<file path="src/hdl/itc_regs.svh">
`ifndef ITC_REGS_SVH
`define ITC_REGS_SVH
// ==========================================================
// status longword width, trace bit positions and reset values
`define ITC_PSL_W        32
`define ITC_PSL_T_BIT    4
`define ITC_PSL_TP_BIT   30
`define ITC_PSL_RST      32'h0000_0000
`define ITC_PC_RST       32'h0000_0000
`endif

</file>
<file path="src/hdl/itc_pkg.sv">
`default_nettype none
`include "itc_regs.svh"
package itc_pkg;
   // ==========================================================
   // event kinds presented by the sequencer
   typedef enum logic [3:0] {
      ITC_EV_NONE     = 4'h0,
      ITC_EV_INSTR    = 4'h1, // ordinary instruction completes
      ITC_EV_FAULT    = 4'h2, // fault or mid-instruction interrupt
      ITC_EV_ABORT    = 4'h3, // abort or arithmetic trap
      ITC_EV_INTR_END = 4'h4, // interrupt between instructions
      ITC_EV_CHM      = 4'h5,
      ITC_EV_REI      = 4'h6,
      ITC_EV_BIS      = 4'h7,
      ITC_EV_CALL     = 4'h8
   } itc_event_t;

   typedef struct packed {
      itc_event_t                  kind;
      logic [`ITC_PSL_W-1:0]       new_psl;  // psl to install (bis, chm, rei)
      logic [31:0]                 pc;       // start pc of current instruction
      logic [31:0]                 next_pc;  // pc of next instruction
   } itc_req_t;

   typedef struct packed {
      logic                        valid;
      logic                        trace;    // trace fault taken at boundary
      logic                        save;     // status longword image pushed
      logic [`ITC_PSL_W-1:0]       psl_img;
      logic [31:0]                 pc_img;
   } itc_rsp_t;

   typedef enum logic [1:0] {
      ITC_ST_IDLE  = 2'b00,
      ITC_ST_CHECK = 2'b01,
      ITC_ST_EXEC  = 2'b10
   } itc_state_t;
endpackage : itc_pkg
`default_nettype wire

</file>
<file path="src/hdl/itc_trace_ctrl.sv">
// Notes on behaviour
// RL1 - exactly one trace exception before each traced instruction, whatever else happens.
// RL2 - trace saves the pc of the instruction that would execute next.
// RL3 - trace with memory fault or odd fetch abort may be taken either order.
// RL4 - an instruction's trace fault beats all its other exceptions.
// RL5 - status longword has separate trace enable and pending bits; pending raises exception.
// RL6 - set pending bit faults at next instruction start before any processing.
// RL7 - at instruction start, pending set means clear it then take trace.
// RL8 - after the start check, load pending from enable.
// RL9 - fault or mid interrupt: clear pending, save start pc, recheck at start.
// RL10 - abort or arithmetic trap leaves pending unchanged in saved longword.
// RL11 - interrupt after completion, before next check, leaves pending unchanged.
// RL12 - change mode clears both bits; saved image shows both set if enabled.
// RL13 - after return, pending set if enable was set or restored pending set.
// RL14 - status bit set enabling trace traces from second following instruction.
// RL15 - call_with_stack_args_instr save image with enable clear; live enable unchanged.
// RL16 - reserved instruction detection follows the trace check.
// RL17 - exception detected during execution clears pending before initiation.
// RL18 - every initiation saves whole status longword including both trace bits.
`default_nettype none
`include "itc_regs.svh"
module itc_trace_ctrl (
   input  wire logic              clk,
   input  wire logic              rst,
   input  wire logic              start,        // next instruction boundary reached
   input  wire logic              req_valid,
   input  wire itc_pkg::itc_req_t req,
   input  wire logic              mm_fault,     // memory fault pending at start
   output logic                   busy,
   output logic                   decode_ok,    // reserved check may proceed
   output itc_pkg::itc_rsp_t      rsp,
   output logic [`ITC_PSL_W-1:0]  processor_status_longword
);
   import itc_pkg::*;

   // ==========================================================
   // state
   itc_state_t             state_q;
   logic [`ITC_PSL_W-1:0]  psl_q;
   logic [31:0]            pc_q;
   itc_rsp_t               rsp_q;
   logic                   dec_q;
   logic                   busy_q;

   wire logic t_bit  = psl_q[`ITC_PSL_T_BIT];
   wire logic tp_bit = psl_q[`ITC_PSL_TP_BIT];

   function automatic logic [`ITC_PSL_W-1:0] set_tp(input logic [`ITC_PSL_W-1:0] p, input logic v);
      logic [`ITC_PSL_W-1:0] r;
      r = p;
      r[`ITC_PSL_TP_BIT] = v;
      return r;
   endfunction : set_tp

   // ==========================================================
   // boundary sequencing
   always_ff @(posedge clk) begin
      if (rst) begin
         state_q <= ITC_ST_IDLE;
      end else begin
         case (state_q)
            ITC_ST_IDLE:  if (start) state_q <= ITC_ST_CHECK;
            ITC_ST_CHECK: if (!tp_bit) state_q <= ITC_ST_EXEC;   // [RL6]
            ITC_ST_EXEC:  if (req_valid) state_q <= ITC_ST_IDLE;
            default:      state_q <= ITC_ST_IDLE;
         endcase
      end
   end

   // busy flag registered alongside the state so the output comes from a flop
   always_ff @(posedge clk) begin
      if (rst) begin
         busy_q <= 1'b0;
      end else if (state_q == ITC_ST_IDLE && start) begin
         busy_q <= 1'b1;
      end else if (state_q == ITC_ST_EXEC && req_valid) begin
         busy_q <= 1'b0;
      end
   end

   // ==========================================================
   // status longword and trace bits
   always_ff @(posedge clk) begin
      if (rst) begin
         psl_q <= `ITC_PSL_RST;
         pc_q  <= `ITC_PC_RST;
      end else begin
         case (state_q)
            ITC_ST_CHECK: begin
               if (tp_bit)
                  psl_q <= set_tp(psl_q, 1'b0);                  // [RL7] [RL1]
               else
                  psl_q <= set_tp(psl_q, t_bit);                 // [RL8] [RL5]
            end
            ITC_ST_EXEC: if (req_valid) begin
               // a faulted instruction restarts, otherwise the next one runs
               pc_q <= (req.kind == ITC_EV_FAULT) ? req.pc : req.next_pc; // [RL2]
               case (req.kind)
                  ITC_EV_FAULT: psl_q <= set_tp(psl_q, 1'b0);    // [RL9] [RL17]
                  ITC_EV_CHM: begin
                     psl_q <= req.new_psl;
                     psl_q[`ITC_PSL_T_BIT]  <= 1'b0;             // [RL12]
                     psl_q[`ITC_PSL_TP_BIT] <= 1'b0;
                  end
                  ITC_EV_REI:
                     psl_q <= set_tp(req.new_psl,
                                     t_bit | req.new_psl[`ITC_PSL_TP_BIT]); // [RL13]
                  ITC_EV_BIS:
                     psl_q <= set_tp(req.new_psl, tp_bit);       // [RL14]
                  default: psl_q <= psl_q;                       // [RL10] [RL11] [RL15]
               endcase
            end
            default: psl_q <= psl_q;
         endcase
      end
   end

   // ==========================================================
   // response: trace fault and stack images
   always_ff @(posedge clk) begin
      if (rst) begin
         rsp_q <= '0;
         dec_q <= 1'b0;
      end else begin
         rsp_q <= '0;
         dec_q <= 1'b0;
         if (state_q == ITC_ST_CHECK) begin
            if (tp_bit) begin
               // trace wins; a simultaneous memory fault waits its turn
               rsp_q.valid   <= 1'b1;                            // [RL4] [RL3]
               rsp_q.trace   <= 1'b1;
               rsp_q.save    <= 1'b1;
               rsp_q.psl_img <= set_tp(psl_q, 1'b0);
               rsp_q.pc_img  <= pc_q;                            // [RL2]
            end else begin
               dec_q <= ~mm_fault;                               // [RL16]
            end
         end else if (state_q == ITC_ST_EXEC && req_valid) begin
            rsp_q.valid  <= 1'b1;
            rsp_q.pc_img <= req.next_pc;
            case (req.kind)
               ITC_EV_FAULT: begin
                  rsp_q.save    <= 1'b1;
                  rsp_q.psl_img <= set_tp(psl_q, 1'b0);          // [RL9] [RL18]
                  rsp_q.pc_img  <= req.pc;
               end
               ITC_EV_ABORT, ITC_EV_INTR_END: begin
                  rsp_q.save    <= 1'b1;
                  rsp_q.psl_img <= psl_q;                        // [RL10] [RL11] [RL18]
               end
               ITC_EV_CHM: begin
                  rsp_q.save    <= 1'b1;
                  rsp_q.psl_img <= t_bit ? (psl_q | (`ITC_PSL_W'(1) << `ITC_PSL_T_BIT)
                                                  | (`ITC_PSL_W'(1) << `ITC_PSL_TP_BIT))
                                         : psl_q;                // [RL12]
               end
               ITC_EV_CALL: begin
                  rsp_q.save    <= 1'b1;
                  rsp_q.psl_img <= psl_q & ~(`ITC_PSL_W'(1) << `ITC_PSL_T_BIT); // [RL15]
               end
               default: rsp_q.save <= 1'b0;
            endcase
         end
      end
   end

   assign busy      = busy_q;
   assign decode_ok = dec_q;
   assign rsp       = rsp_q;
   assign processor_status_longword       = psl_q;
endmodule : itc_trace_ctrl
`default_nettype wire

</file>
<file path="config.mk">
export PLATFORM = sky130hd
export DESIGN_NAME = itc_trace_ctrl
export DESIGN_NICKNAME = d
export VERILOG_FILES = /design/src/hdl/itc_pkg.sv /design/src/hdl/itc_trace_ctrl.sv
export VERILOG_INCLUDE_DIRS = /design/src /design/src/hdl
export SDC_FILE = /design/constraint.sdc
export NUM_CORES = 1
export LEC_CHECK = 0
export BUFFER_PORTS_ARGS = -buffer_cell sky130_fd_sc_hd__buf_4
export CAP_MARGIN = 20
export CORE_ASPECT_RATIO = 2
export CORE_UTILIZATION = 30
export CTS_BUF_LIST = sky130_fd_sc_hd__clkbuf_8 sky130_fd_sc_hd__clkbuf_16
export CTS_CLUSTER_SIZE = 10
export DETAILED_ROUTE_END_ITERATION = 10
export PLACE_DENSITY = 0.51
export SLEW_MARGIN = 20
export SYNTH_ARGS = -nofsm -noshare
export SYNTH_HDL_FRONTEND = slang
export SYNTH_SLANG_ARGS = --single-unit
</file>
<file path="constraint.sdc">
create_clock -name clk -period 3.38 [get_ports clk]
set_clock_uncertainty 0.05 [all_clocks]
set_input_delay 0 -clock clk [delete_from_list [all_inputs] [get_ports clk]]
set_output_delay 0 -clock clk [all_outputs]
set_load 0.05 [all_outputs]
</file>
# Yosys cells after proc, flatten, opt, wreduce, memory -nomap -nowiden

Index checks and enable logic that the tools add are counted.

Register bits after elaboration: 135
Bits in latches: 0
Memory bits (writable): 0
Memory bits (read-only): 0
Bits of input ports: 105
Output and inout port bits: 101
Memories kept: 0

$add $sub $neg: 0
Multipliers: 0
Div/mod/pow operators: 0
Magnitude comparators: 0
Equal/unequal tests: 14
Shift operators: 0
Multiplexer cells: 19
Bitwise gates (word level): 4
Reduce and logical (&&, ||, !) cells: 14

Operators by type and width:

| operator           | count |
|---|---|
| $pmux 32 s4        | 2 |
| $mux 65            | 2 |
| $mux 67            | 1 |
| $mux 32            | 2 |
| $pmux 32 s2        | 1 |
| $mux 31            | 2 |
| $eq 4x3->1 const B | 4 |
| $eq 4x2->1 const B | 2 |
| $ne 2x2->1 const B | 4 |
| $mux 2             | 3 |
| $pmux 2 s3         | 1 |
| $mux 1             | 5 |
| $reduce_and 5->1   | 1 |
| $reduce_or 5->1    | 1 |
| $eq 4x4->1 const B | 1 |
| $ne 4x1->1 const B | 1 |
| $reduce_and 4->1   | 1 |
| $reduce_bool 2->1  | 2 |
| $reduce_or 2->1    | 2 |
| $not 1->1          | 3 |
| $reduce_and 3->1   | 1 |
| $reduce_bool 3->1  | 1 |
| $reduce_or 3->1    | 1 |
| $eq 2x1->1 const B | 1 |
| 5 further kinds    | 6 |

# Depth between registers and ports, before layout

Gate-level depths: netlist of the first run.

Word-level depth: 5
Depth in mapped cells: 7

# Worst setup path before layout of the first run

No wires, ideal clock.

Path kind: reg-to-reg
Start: reg psl_q[30], in the netlist processor_status_longword[30]
End: reg rsp_q, in the netlist rsp[10]
Library setup time: 70 ps
Data arrival time: 1550 ps
Required time: 3260 ps
Path slack: 1710 ps
Stages on the path, launching flop included: 6
Clock period less this slack: 1670 ps
Cells stage by stage: dfxtp_1 -> inv_2 -> nor3_4 -> clkbuf_1 -> nand2_1 -> o21ai_1

Cells in the longest elaborated chain, start to end: 2

Ends and longest elaborated chain:

| element                | RTL line              | source |
|---|---|---|
| from (decl)            | itc_trace_ctrl.sv:39  | `` logic [`ITC_PSL_W-1:0] psl_q; `` |
| from (signal assigned) | itc_trace_ctrl.sv:85  | `` psl_q <= `ITC_PSL_RST; `` |
| from (signal assigned) | itc_trace_ctrl.sv:91  | `psl_q <= set_tp(psl_q, 1'b0);` |
| from (signal assigned) | itc_trace_ctrl.sv:93  | `psl_q <= set_tp(psl_q, t_bit);` |
| $mux 67                | itc_trace_ctrl.sv:128 | `if (tp_bit) begin` |
| $mux 65                | itc_trace_ctrl.sv:127 | `if (state_q == ITC_ST_CHECK) begin` |
| to (decl)              | itc_trace_ctrl.sv:41  | `itc_rsp_t rsp_q;` |

No other way between the ends.
A chain may end at the register's enable or synchronous reset.

# Worst setup path in the final report of the first run

Start: reg state_q[0]
End: reg psl_q[8], in the netlist processor_status_longword[8]

Cells in the longest elaborated chain, start to end: 3

Ends and longest elaborated chain:

| element                    | RTL line             | source |
|---|---|---|
| from (decl)                | itc_trace_ctrl.sv:38 | `itc_state_t state_q;` |
| from (signal assigned)     | itc_trace_ctrl.sv:59 | `state_q <= ITC_ST_IDLE;` |
| from (signal assigned)     | itc_trace_ctrl.sv:62 | `ITC_ST_IDLE: if (start) state_q <= ITC_ST_CHECK;` |
| from (signal assigned)     | itc_trace_ctrl.sv:63 | `ITC_ST_CHECK: if (!tp_bit) state_q <= ITC_ST_EXEC;` |
| $eq 2x1->1                 | itc_trace_ctrl.sv:88 | `case (state_q)` |
| $not 1->1 (no line)        | -                    |  |
| $reduce_and 5->1 (no line) | -                    |  |

Parallel ways exist; a longest one is shown, timed or not. The select of a mux whose other input is x is not followed.

==> impl_metrics.toml, run 1 <==
[yosys]
synth_compound_area_share_pct = 16.1
ys_types = 44
synth_cells = 501
synth_edf_count = 0
synthArstFlopShare_pct = 0
synth_top_area_cell = "dfxtp_1"
synthSimpleGateAreaFrac_pct = 17.9
synth_top_family_by_area = "simple AND/OR/NAND/NOR gates"
synthXorXnorAreaFrac_pct = 0.177
syn_area_sq_um = 4950
synth_ff_type = "dfxtp_1"
synth_seq_cells = 135
syn_avg_cell_area_sq_um = 9.88
synth_fa_ha_area_share_pct = 0
yosysSeqAreaShare_pct = 54.6
synth_top_area_share_pct = 54.6
synth.area.top_cells = "dfxtp_1 (55%), a211oi_2 (8.1%), nand2_1 (7.1%), mux2i_1 (6.5%), nor2b_1 (3.9%)"
syn_nets = 606
muxShareOfSynthArea_pct = 6.70
synth_warnings = 0

[power_and_ir_drop]
p_seq_share_pct = 40.8
power.leakage_uw = 0.00346
p_switching_uw = 863
p_clk_share_pct = 49.5
power_uw = 4000
p_sw_share_pct = 21.6
power_density_nw_per_um2 = 474
intPower_uw = 3140
combPwrFrac_pct = 9.7
irDropWorstVdd_mv = 0.334

[timing]
final.setup.worst_slack_ns = 0.989
hold_viol = 0
rsz0062_at_grt = "false"
fin_crit_sh_pct = 70.7
finalSetupViolations = 0
slew_viol_final = 0
worst-slew-pin-transition_ns = 0.658
period_minus_slack_ns = 2.39
maxSlewHeadroom_pct = 56.1
setup_tns_ns = 0
clock.fmax_mhz = 418

[layout]
ff_latch_area_sq_um = 2700
fillers = 1514
drive_gt1_share_pct = 34.7
nets = 920
fin_area_sq_um = 8450
num_antenna_cells = 0
area_growth_pct = 70.7
multi_input_area_sq_um = 2040

[job]
cap_violations = 0

[drt]
via_per_inst = 4.43
routed_wl_um = 13900
drc = 0
post_drt_wl_per_cell_um = 13.5
drtAntennaViolNets = 0
drtPass1Iterations = 4
dr_total_vias = 4560
drt-initial-drc-count = 144

[critical_path]
crit_fanout = 31
critPathLaunchType = "flop"
worst-setup-path-type = "reg2reg"
crit_path_cell_trace = "nand3b_4 -> or3_2 -> nand2_1 -> a21oi_1 -> dlygate4sd3_1"
critPathSlowestCell = "or3_2"
cp_data_required_time_ns = 3.62
crit_arrival_ns = 2.63
endpoint_kind = "flop"
cp_slowest_stage_delay_ns = 0.81

[die]
coreArea_sq_um = 16200
fp.dieW_um = 92.8
rows = 66
die_h_um = 184
start_util_pct = 30.6
dieArea_sq_um = 17000
io_pins = 206

[place]
placed_area_sq_um = 6600
gp_congestion = 0.788
post-place-ws_ns = 1.42
hpwlAfterDp_um = 9250
io_buffers = 205

[clock_network]
hold_buffers = 121
clk_path_buf_depth = 2
cts_tree = "done"
cts_htree_levels = 4
cts-root-buf = "clkbuf_16"
path_clk_slew_ns = 0.06
numCtsBuffers = 17
cts_resized = 0
clkLatencyLatePin_ns = 0.41
cts_setup_buffers = 0
cts_sinks = 135

[grt]
grt.overflow.total = 0
grt_pass1_wl_um = 22400
grt_max_degree = 65
grtUsageTotal_pct = 16.7
grt_pass1_vias = 4722
antenna_found_initial = 0

[min_path]
holdCritPathClass = "in2reg"

[run_status]
status = "finished clean"
[power by group through the flow]
stage | sequential (uW) | combinational, uW | clock, uW
global route | 1640 | 421 | 2100
floorplan | 1700 | 125 | 0
global placement | 1670 | 285 | 0
CTS | 1630 | 393 | 2030
detailed placement | 1670 | 291 | 0
finish | 1630 | 389 | 1980
[critical path, delay by kind of cell, from the launching register on]
kind / cells / cell delay [ns]
AOI/OAI and AO/OA: 1 / 0.09
buffers and inverters: 1 / 0.59
DFF: 1 / 0.36
and+or+nand+nor: 3 / 1.20
[synth_stat cells (2+ instances only)]
cell,n
nand2b_1,2
o21bai_1,2
nand3_1,2
a21oi_1,35
or2_2,2
mux2i_1,32
nor3_4,2
buf_8,3
a211oi_2,32
o21ai_1,32
nor2_1,37
buf_2,14
nand2_1,94
clkbuf_1,14
nor3_1,2
nor2b_1,31
inv_2,2
buf_4,3
dfxtp_1,135
[area by class of cell]
cell class / instances / area share [%]
Clock buffer: 17 / 5.04
Clock inverter: 13 / 2.44
Inverter: 3 / 0.133
Multi-Input combinational cell: 326 / 24.1
Sequential cell: 135 / 32.0
Tap cell: 204 / 3.02
Timing Repair Buffer: 332 / 33.2
[final timing paths]
check             start                      endpoint  slack (ns)  cells after the start
min reg2reg     pc_q[2]                        rsp[2]        0.39                      2
max          state_q[0]  processor_status_longword[8]        0.99                      5
max reg2reg  state_q[0]  processor_status_longword[8]        0.99                      5
min             req[43]                      pc_q[11]        0.01                      3
[per-layer routing]
| metal | global-route usage (%) | up-vias | wire [um] |
|---|---|---|---|
| met3 | 4.30 | 14 | 684 |
| met5 | 0 | - | 0 |
| met1 | 16.5 | 2100 | 5200 |
| li1 | - | 2312 | - |
| met2 | 32.3 | 134 | 7810 |
| met4 | 6.71 | 0 | 248 |
[flip-flops by register name, indices dropped and copies added, names as in the netlist]
name	cells
rsp	67
pc_q	32
processor_status_longword	32
state_q	2
busy	1
decode_ok	1
[cells by family (layout without fill, tap and decap cells)]
group	count (synthesis)	count (layout)
muxes	33	33
DFF	135	135
and+or+nand+nor	185	185
buffers and inverters	40	365
AOI/OAI and AO/OA	107	107
xor gates and xnor gates	1	1
[cells in the final DEF (no fill, tap or decap), types with 17 or more instances in the layout]
cell           netlist  final
buf_4                3    210
dfxtp_1            135    135
dlygate4sd3_1        0    121
nand2_1             94     94
nor2_1              37     37
a21oi_1             35     34
mux2i_1             32     32
a211oi_2            32     32
o21ai_1             32     32
nor2b_1             31     31
clkbuf_16            0     17
[per-stage QoR]
stage	hold WS (ns)	util, %	instances
CTS	0.00486	52.2	1030
finish	0.0125	52.2	1030
floorplan	0.0271	-	501
detailed placement	0.129	40.8	879
global placement	0.130	40.8	879
global route	0.0114	52.2	1030
Note: power is estimated with default switching activity, not from simulation.
==> run 2, diff against run 1 <==
--- a/config.mk
+++ b/config.mk
@@ -6,6 +6,7 @@
 export SDC_FILE = /design/constraint.sdc
 export NUM_CORES = 1
 export LEC_CHECK = 0
+export ABC_AREA = 1
 export BUFFER_PORTS_ARGS = -buffer_cell sky130_fd_sc_hd__buf_4
 export CAP_MARGIN = 20
 export CORE_ASPECT_RATIO = 2
@@ -13,7 +14,7 @@
 export CTS_BUF_LIST = sky130_fd_sc_hd__clkbuf_8 sky130_fd_sc_hd__clkbuf_16
 export CTS_CLUSTER_SIZE = 10
 export DETAILED_ROUTE_END_ITERATION = 10
-export PLACE_DENSITY = 0.51
+export PLACE_DENSITY = 0.52
 export SLEW_MARGIN = 20
 export SYNTH_ARGS = -nofsm -noshare
 export SYNTH_HDL_FRONTEND = slang
==> constraint.sdc (replaced) <==
create_clock -name clk -period 2.4 [get_ports clk]
set_clock_uncertainty 0.05 [all_clocks]
set_input_delay 0 -clock clk [delete_from_list [all_inputs] [get_ports clk]]
set_output_delay 0 -clock clk [all_outputs]
set_load 0.05 [all_outputs]
==> impl_metrics.toml, run 2 <==
[clock_network]
cts_tree = "done"
cts_htree_levels = 4
clkLatencyLatePin_ns = 0.41
cts_sinks = 135
cts-root-buf = "clkbuf_16"
path_clk_slew_ns = 0.06
cts_setup_buffers = 0
cts_resized = 0
clk_path_buf_depth = 2
numCtsBuffers = 17

[timing]
worst-slew-pin-transition_ns = 0.711
slew_viol_final = 0
maxSlewHeadroom_pct = 52.5
hold_ws_ns = 0.108
period_minus_slack_ns = 2.19
rsz0062_at_grt = "false"
clock.fmax_mhz = 457
hold_viol = 0
setup_tns_ns = 0
finalSetupViolations = 0
fin_crit_sh_pct = 91.2

[yosys]
synth_seq_cells = 135
synth_edf_count = 0
syn_nets = 636
synth.area.top_cells = "dfxtp_1 (57%), o21ai_0 (5.3%), o211ai_1 (4.9%), a211oi_1 (4.7%), inv_1 (4.6%)"
ys_types = 29
synth_cells = 531
synthTopCellsByCount = "dfxtp_1 (135), inv_1 (58), o21ai_0 (51)"
yosysSeqAreaShare_pct = 56.6
syn_area_sq_um = 4780
synth.most_common_cell = "dfxtp_1"
synth_ff_type = "dfxtp_1"
synth_warnings = 0
synthArstFlopShare_pct = 0
synth_top_area_cell = "dfxtp_1"
syn_avg_cell_area_sq_um = 8.99
synth_top_area_share_pct = 56.6

[place]
placed_area_sq_um = 6460
io_buffers = 205
gp_congestion = 0.752
hpwlAfterDp_um = 10400
dp_cells = 907

[drt]
via_per_inst = 4.58
drtPass1Iterations = 4
post_drt_wl_per_cell_um = 14.5
drc = 0
drtAntennaViolNets = 0
dr_total_vias = 4776
routed_wl_um = 15100
drt-initial-drc-count = 116

[grt]
grt_max_degree = 63
grt_pass1_vias = 5020
grt.overflow.total = 0
grtUsageTotal_pct = 18.5
grt_pass1_wl_um = 23900
antenna_found_initial = 0

[critical_path]
rr_startpoint = "state_q[0]"
critPathLaunchType = "flop"
crit_path_start = "state_q[0]"
cp_data_required_time_ns = 2.67
crit_arrival_ns = 2.46
worst-setup-path-type = "reg2reg"
crit_fanout = 17
endpoint_kind = "flop"

[job]
cap_violations = 0

[die]
dieArea_sq_um = 16500
coreArea_sq_um = 15500
start_util_pct = 30.9
rows = 64
io_pins = 206
die_h_um = 180
fp.dieW_um = 91.2

[power_and_ir_drop]
combPwrFrac_pct = 8.5
irDropWorstVdd_mv = 0.548
p_switching_uw = 1180
p_sw_share_pct = 22.1
p_clk_share_pct = 48.5
intPower_uw = 4160
p_seq_share_pct = 42.9
power_density_nw_per_um2 = 658
power.leakage_uw = 0.00336

[layout]
layout.cells.non_filler = 1043
postLayoutCoreUtil_pct = 52.5
num_antenna_cells = 0
final_common_cell = "buf_4"
fin_area_sq_um = 8110
area_growth_pct = 69.8
drive_gt1_share_pct = 30.7
largest_reg_flops = 67
final_cell_mix = "buf_4 (211), dfxtp_1 (135), dlygate4sd3_1 (103)"
nets = 937

[min_path]
holdCritPathClass = "in2reg"
hp-start = "req[94]"

[run_status]
status = "finished clean"
==> run 2: changes by cell type after synthesis, moves of 4 or more <==
cell      change
inv_1        +57
o21ai_0      +50
nand2_1      -49
a211oi_2     -32
mux2i_1      -32
o21ai_1      -32
nor2b_1      -31
o211ai_1     +31
a211oi_1     +30
or2_0        +28
o31ai_1      +15
nor2_1        +7
nand3_1       +4
==> run 2: worst paths after layout <==
check                                   to  slack, ns  cells past startpoint
max                               pc_q[21]       0.21                      8
min          processor_status_longword[30]       0.11                      9
max reg2reg                       pc_q[21]       0.21                      8
min reg2reg                        rsp[37]       0.40                      2
==> run 2: area by class of cell <==
cell class | instances | area (sq um)
clock buffers | 21 | 480
clock inverters | 11 | 121
fillers | 1467 | 7350
inverters | 61 | 229
multi-input cells | 302 | 1690
flip-flops and latches | 135 | 2700
well taps | 198 | 248
repair buffers | 315 | 2640
==> run 2: cell families (layout without fill, tap and decap cells) <==
logic type,after synthesis,after routing,share of synthesized area [%]
AOI/OAI and AO/OA,165,165,21.4
buffers and inverters,95,408,8.25
DFF,135,135,56.6
and+or+nand+nor,136,137,13.7
==> run 2: per-stage QoR <==
step / setup WS [ns] / total power, uW
after floorplan: 0.769 / 2500
after global placement: 0.690 / 2690
after detailed placement: 0.597 / 2700
after CTS: 0.200 / 5390
after global routing: 0.0225 / 5540
final: 0.212 / 5340
==> run 2: critical path, stage by stage, from the launching register on <==
cell	delay [ns]
dfxtp_1	0.37
inv_2	0.09
nand2_2	0.07
nor2_4	0.11
inv_2	0.11
nor2_4	0.44
o211ai_1	0.18
dlygate4sd3_1	0.61
o21ai_0	0.08
==> run 2: per-layer routing <==
layer | GRT usage, % | wire length [um]
met4 | 8.95 | 547
met3 | 4.94 | 698
met2 | 35.9 | 8440
met1 | 17.5 | 5450
met5 | 0 | 0
==> run 2: power groups by stage <==
| stage | clock (uW) | combinational (uW) | sequential [uW] |
|---|---|---|---|
| detailed placement | 0 | 355 | 2340 |
| global placement | 0 | 351 | 2340 |
| finish | 2590 | 456 | 2290 |
| global route | 2760 | 490 | 2290 |
| floorplan | 0 | 104 | 2400 |
| CTS | 2650 | 456 | 2290 |
==> run 2: what timing repair did <==
| item | CTS | global route |
|---|---|---|
| hold endpoints to repair | 101 | 0 |
| setup endpoints to repair | 0 | 2 |
| hold buffers | 103 | 0 |
==> run 3, diff against run 2 <==
--- a/config.mk
+++ b/config.mk
@@ -7,14 +7,14 @@
 export NUM_CORES = 1
 export LEC_CHECK = 0
 export ABC_AREA = 1
-export BUFFER_PORTS_ARGS = -buffer_cell sky130_fd_sc_hd__buf_4
 export CAP_MARGIN = 20
 export CORE_ASPECT_RATIO = 2
 export CORE_UTILIZATION = 30
 export CTS_BUF_LIST = sky130_fd_sc_hd__clkbuf_8 sky130_fd_sc_hd__clkbuf_16
 export CTS_CLUSTER_SIZE = 10
 export DETAILED_ROUTE_END_ITERATION = 10
-export PLACE_DENSITY = 0.52
+export DONT_BUFFER_PORTS = 1
+export PLACE_DENSITY = 0.41
 export SLEW_MARGIN = 20
 export SYNTH_ARGS = -nofsm -noshare
 export SYNTH_HDL_FRONTEND = slang
==> impl_metrics.toml, run 3 (synthesis results as in run 2) <==
[die]
rows = 64
dieArea_sq_um = 16500
io_pins = 206
start_util_pct = 30.9
coreArea_sq_um = 15500
fp.dieW_um = 91.2
die_h_um = 180

[layout]
drive_gt1_share_pct = 8.24
postLayoutCoreUtil_pct = 43.7
layout.cells.non_filler = 854
final_common_cell = "dfxtp_1"
largest_reg_flops = 67
final_cell_mix = "dfxtp_1 (135), dlygate4sd3_1 (116), inv_1 (60)"
area_growth_pct = 41.4
nets = 747

[critical_path]
crit_path_frequent_cell = "dlygate4sd3_1"
crit_fanout = 22
worst-setup-path-type = "in2reg"
crit_path_cell_trace = "dlygate4sd3_1 -> inv_1 -> nor2_2 -> nand2_1 -> buf_4 -> or2_2 -> o211ai_1 -> dlygate4sd3_1 -> o21ai_0"
cp_data_required_time_ns = 2.63
endpoint_kind = "flop"
cp_slowest_stage_delay_ns = 0.64
critPathLaunchType = "input port"
crit_arrival_ns = 2.48
critPathSlowestCell = "dlygate4sd3_1"

[timing]
clock.fmax_mhz = 445
setup_tns_ns = 0
worst-slew-pin-transition_ns = 0.681
maxSlewHeadroom_pct = 54.3
final.setup.worst_slack_ns = 0.151
hold_viol = 0
fin_crit_sh_pct = 93.7
rsz0062_at_grt = "true"
period_minus_slack_ns = 2.25
finalSetupViolations = 0
slew_viol_final = 0

[grt]
grt_pass1_vias = 4214
grtUsageTotal_pct = 17.6
grt_pass1_wl_um = 21800
antenna_found_initial = 1
grt.overflow.total = 0
grt_max_degree = 52

[drt]
drc = 0
drtAntennaViolNets = 0
post_drt_wl_per_cell_um = 16.7
dr_total_vias = 4094
drt-initial-drc-count = 184
routed_wl_um = 14200
drtPass1Iterations = 4
via_per_inst = 4.79

[power_and_ir_drop]
irDropWorstVdd_mv = 0.423
power.leakage_uw = 0.00243
power_density_nw_per_um2 = 786

[clock_network]
numCtsBuffers = 17
cts_tree = "done"
clkLatencyLatePin_ns = 0.41
cts_sinks = 135
path_clk_slew_ns = 0.06
cts-root-buf = "clkbuf_16"
cts_setup_buffers = 0
clk_path_buf_depth = 2
cts_htree_levels = 4

[run_status]
status = "finished clean"

[place]
dp_cells = 704
gp_congestion = 0.745
io_buffers = 0
post-place-ws_ns = 0.682
hpwlAfterDp_um = 9280

[job]
cap_violations = 0

[min_path]
holdCritPathClass = "in2reg"
[run 3: cell types whose count changed in the layout (fill, tap and decap cells not counted), sizes merged]
cell         before  now
buf             212   10
bufinv            2    3
clkbuf           21   22
clkinv            7    5
clkinvlp          2    1
diode             0    1
dlygate4sd3     103  116
inv              61   62
nor2             49   48
[run 3: stage by stage]
stage / cell area (sq um) / total power (uW) / hold WS (ns)
after detailed placement: 4940 / 2530 / 0.0302
after floorplan: 4780 / 2500 / 0.0271
final: 6750 / 5310 / 0.0144
after CTS: 6750 / 5380 / 0.00241
after global routing: 6750 / 5500 / 0.0514
after global placement: 4940 / 2530 / 0.0292
[run 3: final cells by class]
type,count,area (sq um)
antenna,1,2.50
clock buffer,22,494
clock inverter,10,125
fill,1537,8700
inverter,61,229
multi-input combinational,301,1680
sequential,135,2700
tap,198,248
timing repair buffer,126,1270
[run 3: routing by layer]
| layer | part of all wire [%] | routed length [um] | GRT usage (%) | vias up |
|---|---|---|---|---|
| li1 | - | - | - | 2001 |
| met1 | 35 | 5020 | 15.8 | 1919 |
| met2 | 56 | 8010 | 33.8 | 150 |
| met3 | 5.5 | 789 | 5.57 | 24 |
| met4 | 3.0 | 429 | 9.46 | 0 |
| met5 | 0 | 0 | 0 | - |
[run 3: repair_timing]
| action | CTS | global route |
|---|---|---|
| hold buffers | 117 | 0 |
| setup endpoints to repair | 0 | 1 |
| gates resized for setup | 0 | 0 |
| hold endpoints to repair | 104 | 0 |
[run 3: worst paths after layout]
check	start	end	slack [ns]	depth (start not counted)
min	req[99]	processor_status_longword[30]	0.01	7
max	req[97]	rsp[0]	0.15	9
min reg2reg	pc_q[31]	rsp[31]	0.40	2
max reg2reg	state_q[0]	processor_status_longword[19]	0.15	8
[run 3: where the power goes]
part	total, uW	switching (uW)	internal [uW]	leakage, uW
logic	268	134	134	0.00103
registers	2340	70.2	2270	0.00109
clock network	2690	935	1760	0.000314
[run 3: critical path, delay by kind of cell]
family                 cells  cell delay [ns]
buffers and inverters      4             1.62
and+or+nand+nor            3             0.68
AOI/OAI and AO/OA          2             0.17
